--- config.mk ---
export PLATFORM = sky130hd
export DESIGN_NAME = nau_core
export DESIGN_NICKNAME = d
export VERILOG_FILES = /design/src/nau_pkg.sv /design/src/nau_core.sv /design/src/nau_decode.sv
export SDC_FILE = /design/constraint.sdc
export NUM_CORES = 1
export LEC_CHECK = 0
export ABC_AREA = 1
export BUFFER_PORTS_ARGS = -buffer_cell sky130_fd_sc_hd__buf_2
export CELL_PAD_IN_SITES_DETAIL_PLACEMENT = 1
export CELL_PAD_IN_SITES_GLOBAL_PLACEMENT = 2
export CORE_UTILIZATION = 28
export CTS_CLUSTER_SIZE = 12
export DETAILED_ROUTE_END_ITERATION = 8
export GPL_ROUTABILITY_DRIVEN = 0
export PLACE_DENSITY = 0.81
export SLEW_MARGIN = 40
export SYNTH_ARGS = -nofsm -noshare
export SYNTH_HDL_FRONTEND = slang
export SYNTH_SLANG_ARGS = --single-unit
--- constraint.sdc ---
create_clock -name core_clk -period 2.9 [get_ports core_clk]
set_input_delay 0.145 -clock core_clk [delete_from_list [all_inputs] [get_ports core_clk]]
set_output_delay 0.145 -clock core_clk [all_outputs]
set_load 0.005 [all_outputs]
--- src/nau_pkg.sv ---
// constants and types shared by the nibble arithmetic unit files
package nau_pkg;

	// ==========================================================
	// datapath widths
	localparam int NAU_DW   = 4;	// accumulator and RAM nibble
	localparam int NAU_AW   = 6;	// RAM address register
	localparam int NAU_RSW  = 2;	// register select field
	localparam int NAU_OPW  = 8;	// instruction byte

	// ==========================================================
	// field positions inside the RAM address register
	localparam int NAU_REG_SEL_LSB = 4;
	localparam int NAU_DIG_SEL_LSB = 0;

	// ==========================================================
	// opcodes of the arithmetic group
	localparam logic [7:0] OP_SUM_WITH_CARRY_SKIP = 8'h30;
	localparam logic [7:0] OP_PLAIN_SUM           = 8'h31;
	localparam logic [7:0] OP_ZERO_ACC            = 8'h00;
	localparam logic [7:0] OP_COMPLEMENT          = 8'h40;
	localparam logic [7:0] OP_IDLE_OP             = 8'h44;
	localparam logic [7:0] OP_CARRY_CLEAR         = 8'h32;
	localparam logic [7:0] OP_CARRY_FORCE_ONE     = 8'h22;
	localparam logic [7:0] OP_EXCL_OR             = 8'h02;
	localparam logic [3:0] OP_IMM_SUM_HI          = 4'h5;
	localparam logic [3:0] IMM_FORBIDDEN          = 4'h0;

	// ==========================================================
	// values after reset
	localparam logic [3:0] ACC_RST   = 4'h0;
	localparam logic       CARRY_RST = 1'b0;
	localparam logic [5:0] ADDR_RST  = 6'h00;
	localparam logic       SKIP_RST  = 1'b0;

	// ==========================================================
	// decoded operation classes
	typedef enum logic [3:0] {
		NAU_OP_NONE,
		NAU_OP_SUM_CARRY_SKIP,
		NAU_OP_PLAIN_SUM,
		NAU_OP_IMM_SUM_SKIP,
		NAU_OP_ZERO_ACC,
		NAU_OP_COMPLEMENT,
		NAU_OP_IDLE,
		NAU_OP_CARRY_CLEAR,
		NAU_OP_CARRY_FORCE_ONE,
		NAU_OP_EXCL_OR
	} nau_op_t;

endpackage

--- src/nau_core.sv ---
// nibble arithmetic unit: accumulator, carry and RAM address datapath
//
// Contract
// - Opcode 30 adds accumulator, carry and RAM nibble, stores sum and carry, and skips on carry-out.
// - Upper nibble 0101 adds the nonzero immediate to the accumulator only and skips on carry-out.
// - Opcode 40 inverts the accumulator, keeps carry and never skips.
// - Opcode 02 stores accumulator XOR RAM nibble in the accumulator without a skip.
// - Opcode 31 adds the RAM nibble ignoring carry, 00 zeroes the accumulator, 44 changes nothing, none skip.
// - Opcode 32 clears carry and 22 sets carry, both keep the accumulator and never skip.
// - The datapath holds a 4-bit accumulator and a separate one-bit carry.
// - The RAM address is 6 bits, upper 2 selecting the register and lower 4 the digit.
// - The memory operand is the RAM nibble at the current RAM address.
// - Reset clears accumulator, RAM address and carry and leaves RAM alone.
`timescale 1ns/1ps
module nau_core (
	input  wire logic                        core_clk,	// 20 MHz core clock
	input  wire logic                        sys_rst,	// sync reset, high
	input  wire logic                        instr_valid,	// execute op now
	input  wire logic [nau_pkg::NAU_OPW-1:0] instr_op,	// instruction byte
	input  wire logic                        addr_load,	// load RAM address
	input  wire logic [nau_pkg::NAU_AW-1:0]  addr_wdata,	// new RAM address
	input  wire logic [nau_pkg::NAU_DW-1:0]  ram_rdata,	// nibble at ram_addr
	output logic [nau_pkg::NAU_AW-1:0]       ram_addr,	// RAM address reg
	output logic [nau_pkg::NAU_RSW-1:0]      reg_select_bits,	// register sel
	output logic [nau_pkg::NAU_DW-1:0]       digit_select_bits,	// digit sel
	output logic [nau_pkg::NAU_DW-1:0]       acc_q,		// accumulator
	output logic                             carry_q,	// carry bit
	output logic                             skip_req	// skip next op
);
	import nau_pkg::*;

	// ==========================================================
	// state
	logic [NAU_DW-1:0] acc_ff;
	logic [NAU_DW-1:0] nxt_acc;
	logic              carry_ff;
	logic              nxt_carry;
	logic [NAU_AW-1:0] addr_ff;
	logic [NAU_AW-1:0] nxt_addr;
	logic              skip_ff;
	logic              nxt_skip;

	nau_op_t           op_class;
	logic [NAU_DW-1:0] op_imm;
	logic [NAU_DW:0]   sum_carry;	// five bits: carry-out on top
	logic [NAU_DW:0]   sum_plain;
	logic [NAU_DW:0]   sum_imm;

	// ==========================================================
	// decode
	nau_decode u_dec (
		.op_byte  (instr_op),
		.op_class (op_class),
		.op_imm   (op_imm)
	);

	// ==========================================================
	// adders are five bits so the top bit is the carry-out
	always_comb begin
		sum_carry = {1'b0, acc_ff} + {1'b0, ram_rdata}
			+ {{NAU_DW{1'b0}}, carry_ff};
		sum_plain = {1'b0, acc_ff} + {1'b0, ram_rdata};
		sum_imm   = {1'b0, acc_ff} + {1'b0, op_imm};
	end

	// ==========================================================
	// execute one instruction; ram_rdata is the nibble at addr_ff
	always_comb begin
		nxt_acc   = acc_ff;
		nxt_carry = carry_ff;
		nxt_skip  = 1'b0;	// skip is a one-cycle pulse per instruction
		if (instr_valid) begin
			unique case (op_class)
				NAU_OP_SUM_CARRY_SKIP: begin
					nxt_acc   = sum_carry[NAU_DW-1:0];
					nxt_carry = sum_carry[NAU_DW];
					nxt_skip  = sum_carry[NAU_DW];
				end
				NAU_OP_PLAIN_SUM: begin
					nxt_acc = sum_plain[NAU_DW-1:0];
				end
				NAU_OP_IMM_SUM_SKIP: begin
					// carry register untouched; only the skip sees carry-out
					nxt_acc  = sum_imm[NAU_DW-1:0];
					nxt_skip = sum_imm[NAU_DW];
				end
				NAU_OP_ZERO_ACC: begin
					nxt_acc = ACC_RST;
				end
				NAU_OP_COMPLEMENT: begin
					nxt_acc = ~acc_ff;
				end
				NAU_OP_IDLE: begin
					nxt_acc = acc_ff;
				end
				NAU_OP_CARRY_CLEAR: begin
					nxt_carry = 1'b0;
				end
				NAU_OP_CARRY_FORCE_ONE: begin
					nxt_carry = 1'b1;
				end
				NAU_OP_EXCL_OR: begin
					nxt_acc = acc_ff ^ ram_rdata;
				end
				NAU_OP_NONE: begin
					nxt_acc = acc_ff;
				end
			endcase
		end
	end

	// ==========================================================
	// RAM address: other instruction groups load it from outside
	always_comb begin
		nxt_addr = addr_ff;
		if (addr_load) begin
			nxt_addr = addr_wdata;
		end
	end

	// register the datapath; RAM has no reset path from here
	always_ff @(posedge core_clk) begin
		if (sys_rst) begin
			acc_ff   <= ACC_RST;
			carry_ff <= CARRY_RST;
			addr_ff  <= ADDR_RST;
			skip_ff  <= SKIP_RST;
		end else begin
			acc_ff   <= nxt_acc;
			carry_ff <= nxt_carry;
			addr_ff  <= nxt_addr;
			skip_ff  <= nxt_skip;
		end
	end

	// ==========================================================
	// outputs straight from flops
	assign ram_addr          = addr_ff;
	assign reg_select_bits   = addr_ff[NAU_AW-1:NAU_REG_SEL_LSB];
	assign digit_select_bits = addr_ff[NAU_REG_SEL_LSB-1:NAU_DIG_SEL_LSB];
	assign acc_q             = acc_ff;
	assign carry_q           = carry_ff;
	assign skip_req          = skip_ff;

	// expected five-bit result of the carry add, taken at issue time
	logic [NAU_DW:0] exp_asc;
	assign exp_asc = {1'b0, acc_ff} + {1'b0, ram_rdata}
		+ {{NAU_DW{1'b0}}, carry_ff};
endmodule

--- src/nau_decode.sv ---
// opcode decoder for the nibble arithmetic unit
`timescale 1ns/1ps
module nau_decode (
	input  wire logic [nau_pkg::NAU_OPW-1:0] op_byte,	// instruction byte
	output nau_pkg::nau_op_t                 op_class,	// decoded class
	output logic [nau_pkg::NAU_DW-1:0]       op_imm		// immediate nibble
);
	import nau_pkg::*;

	// ==========================================================
	// classify one byte; bytes outside the group decode to none
	function automatic nau_op_t classify(input logic [7:0] b);
		nau_op_t c;
		c = NAU_OP_NONE;
		if (b[7:4] == OP_IMM_SUM_HI) begin
			// a zero immediate is not a valid encoding, so it does nothing
			if (b[3:0] != IMM_FORBIDDEN) begin
				c = NAU_OP_IMM_SUM_SKIP;
			end
		end else begin
			unique case (b)
				OP_SUM_WITH_CARRY_SKIP: c = NAU_OP_SUM_CARRY_SKIP;
				OP_PLAIN_SUM:           c = NAU_OP_PLAIN_SUM;
				OP_ZERO_ACC:            c = NAU_OP_ZERO_ACC;
				OP_COMPLEMENT:          c = NAU_OP_COMPLEMENT;
				OP_IDLE_OP:             c = NAU_OP_IDLE;
				OP_CARRY_CLEAR:         c = NAU_OP_CARRY_CLEAR;
				OP_CARRY_FORCE_ONE:     c = NAU_OP_CARRY_FORCE_ONE;
				OP_EXCL_OR:             c = NAU_OP_EXCL_OR;
				default:                c = NAU_OP_NONE;
			endcase
		end
		return c;
	endfunction

	// decode and immediate split
	always_comb begin
		op_class = classify(op_byte);
		op_imm   = op_byte[3:0];
	end

endmodule

After elaboration in Yosys (flattened, before gate mapping)
Index checks and enable logic that the tools add are counted.
Widths: inputs -> output; s select.
- multiplexer cells: 6
- equality and inequality tests: 16
- reduce and logical (&&, ||, !) cells: 7
- add/sub/neg operators: 3
- bitwise operators: 3
- operators with widths (kind ; count):
    $eq 8x6->1 const B ; 4
    $pmux 4 s8 ; 1
    $pmux 4 s6 ; 1
    $eq 4x3->1 const B ; 4
    $eq 8x7->1 const B ; 2
    $add 4x4->5 ; 2
    $eq 4x2->1 const B ; 2
    $eq 4x4->1 const B ; 2
    $eq 8x2->1 const B ; 1
    $logic_not 8->1 ; 1
    $reduce_bool 6->1 ; 1
    $add 5x1->5 ; 1
    $eq 4x1->1 const B ; 1
    $mux 4 ; 1
    $not 4->4 ; 1
    $reduce_and 2->1 ; 2
    $reduce_bool 4->1 ; 1
    $xor 4x4->4 ; 1
    $pmux 1 s3 ; 1
    $reduce_bool 3->1 ; 1
    $mux 2 ; 1
    $pmux 1 s2 ; 1
    $reduce_or 2->1 ; 1
    $not 1->1 ; 1
- logic and storage cells: 39
- input port bits: 22
- output and inout bits: 18
- flip-flop bits (word level): 12

Depth between registers and ports, before layout
- word-level depth: 6
- gate-level depth with buffers: 13
- depth with buffers taken out: 13

Hierarchy
Synthesis repeated with hierarchy kept, for this count alone.
- cell total of the unflattened synthesis: 225
- area, all modules: 1356.3 sq um
- modules (own cells, without submodules) (module ; cells an instance ; seq. area each (sq um) ; area each (sq um) ; instances):
    nau_core ; 180 ; 240.2 ; 1139.8 ; 1
    nau_decode ; 45 ; 0.0 ; 216.5 ; 1

Worst setup path before layout
OpenSTA, ideal clock, no wires.
- path type: flip-flop to flip-flop
- from: register acc_ff[0] (netlist: acc_q[0])
- to: register carry_ff (netlist: carry_q)
- path slack: 1.043 ns
- stages on the path, launching flop included: 12
- arrival time: 1.748 ns
- clock period less this slack: 1.857 ns
- buffers on the path: 0
- path through: dfxtp_1 ha_1 fa_1 ha_1 inv_1 nor2_1 nand2_1 xor2_1 nand2_1 nand3b_1 nand2_1 inv_1
- word-level cells in the longest chain between the ends: 3
- ends and longest elaborated chain (what ; line ; RTL):
    start: declaration ; nau_core.sv:34 ; logic [NAU_DW-1:0] acc_ff;
    start signal: assignment ; nau_core.sv:129 ; acc_ff <= nxt_acc;
    $add 4x4->5 ; -- ;
    $add 5x1->5 ; -- ;
    $pmux 1 s3 ; nau_core.sv:73 ; unique case (op_class)
    end signal: assignment ; nau_core.sv:130 ; carry_ff <= nxt_carry;
    end: declaration ; nau_core.sv:36 ; logic carry_ff;
Every way passes these cells.
A chain may end at the register's enable or synchronous reset.

Final worst setup path
Same ends and word-level chain as after synthesis.

==> metrics.txt <==
top cells by area, synth=dfxtp_1, nand2_1, ha_1; Layout Nets=263; CP Capture Type=flip-flop; fmax=0.4908 GHz; Yosys cell types=24; Pre-antenna DRT Iters=4; first-pass GRT wire length=6037 um; final setup violation count=0; CP startpoint kind=flip-flop; Leakage=0.0008088 uW; starting density of the core=29.98%; largest net degree at the start of global routing=9; Worst-Skew Late Latency=0.25 ns; Period Utilization, post-route=70.26%; Setup CP Type=flip-flop to flip-flop; DRT iter0 DRCs=34; Cells after Synth=191; Synth top area share=19.61%; total chip power=479.4 uW; crit path launch=acc_q[0]$_SDFFE_PP0P_; vias in the first global route=1277; filler instances=567; Synth area leader=dfxtp_1; post-route ant nets=0; hold path startpoint=addr_wdata[1]; WL met2=1773 um; final instance area=1493 sq um; clk root buf=clkbuf_8; hold_buf cts=0; Post-Syn Nets=225; Post-DP HPWL=3055 um; Core Footprint=4086 sq um; Worst Path Required=3.09 ns; Residual DRC=0; # IOs=40; Via Count=1314; Tmin final=2.038 ns; unrepaired setup endpoints after global routing=false; CP arrival=2.23 ns; area grow syn2layout=21.86%; H-tree depth=1; share of post-route cells with drive strength above 1=27.63%; Total GRT Usage=18.02%; multi-input logic area=860.8 sq um; post-CTS setup buffers=0; met3 WL=78 um; FF/Latch Area=240.2 sq um; worst hold path type=input pin to flip-flop; Top Layer Used=met4; diodes inserted=0; CTS tree=done; post-cts resize count=0; sequential share of the synthesized area=19.61%; Slew @ Worst Pin=0.4167 ns; DIE AREA=4643 sq um; Overflow after GRT=0; most common cell after layout, fill and taps aside=buf_2; Slew Viols, Final=0; CTS max path bufs=2; met1 WL=1775 um; Rows=23; max cap viols=0; FF+latch count, synth=12; Port-buffer cells=39; Die Y=68.14 um; syn avg cell area=6.413 sq um; Clock Pin Slew Worst Setup and Hold Paths=0.06 ns; commonest cells after routing, fill and taps aside=buf_2, nand2_1, nor2_1; drt via density=4.727; Post-Synthesis Cell Area=1225 sq um; pwr/cell area=321.2 nW/um^2; placed cell area=1438 sq um; Sink Count=12; maximum vdd drop=189.4 uV; WHS=0.1208 ns; die width=68.14 um; synth warn=0; Max Clock Skew=0.006761 ns; outcome=finished, final reports clean; TritonCTS Buffers=3; Final TNS setup=0 ns; start of the worst register-to-register path=acc_q[0]$_SDFFE_PP0P_; crit-path max FO=5; Routed WL per cell=13.13 um; Max-Slew Margin vs Limit=72.02%; initial antenna violation count=0; Routed WL=3649 um; Hold Violations, Final=0
-- critical path, stage by stage, from the launching register on --
cell and delay (ns):
dfxtp_1 0.35, ha_1 0.22, fa_1 0.41, xnor2_1 0.38
nor2_1 0.08, nand2_1 0.10, xor2_1 0.20, nand2_1 0.07
nand3b_1 0.08, nand2_1 0.05, inv_1 0.04
-- final timing paths --
check                                                 to  slack, ns  depth (start not counted)
worst max-delay path                carry_q$_SDFFE_PP0P_       0.86                         10
worst min-delay path            ram_addr[1]$_SDFFE_PP0P_       0.12                          3
worst max register to register      carry_q$_SDFFE_PP0P_       0.86                         10
worst min register to register  ram_addr[2]$_SDFFE_PP0P_       0.52                          2
-- cells in the mapped netlist --
cell type	instances
fa_1	2
ha_1	10
nor2_1	30
a21oi_1	12
nand4_1	3
nor3_4	1
nor2_2	6
buf_4	6
xor2_1	6
nand3b_1	1
nor2_4	2
nand2_2	8
nand3_1	16
o21ai_0	11
inv_2	2
o22ai_1	1
o21ai_1	1
or2_2	1
xnor2_1	1
dfxtp_1	12
nor3_1	2
inv_1	19
o21bai_1	1
nand2_1	37
-- metrics by stage --
step	worst slack, ns	utilization, %	instances
floorplan	1.043	-	191
finish	0.8624	36.53	278
global placement	0.9577	35.18	274
global route	0.6657	36.53	278
CTS	0.8494	36.53	278
detailed placement	0.9047	35.18	274
-- logic make-up after synthesis --
kind of cell / synth area share (%)
fa+ha+maj: 13.48
simple gates: 40.86
xor+xnor: 5.005
compound gates: 10.93
buf+inv: 10.11
flops: 19.61
-- area by class of cell --
type / count / area share [%]
multi-input combinational: 152 / 57.67
tap: 50 / 4.191
inverter: 21 / 5.281
sequential: 12 / 16.09
clock buffer: 4 / 3.688
timing repair buffer: 39 / 13.08
-- sequential cells by signal (all words and copies together), names as in the netlist --
| name | count |
|---|---|
| ram_addr | 6 |
| carry_q | 1 |
| skip_req | 1 |
| acc_q | 4 |
-- layer usage --
metal	GRT usage (%)	vias to the layer above
met4	4.688	0
met1	23.26	603
li1	-	689
met3	3.000	2
met2	30.64	20
met5	0	-
-- report_power, final --
part	switching (uW)	total (uW)	leakage [uW]	internal, uW
Sequential	5.99	178	0.0000984	172
Combinational	65.0	109	0.000682	44.1
Clock	71.6	192	0.0000288	120
No activity file was read; power rests on OpenSTA's default activity.
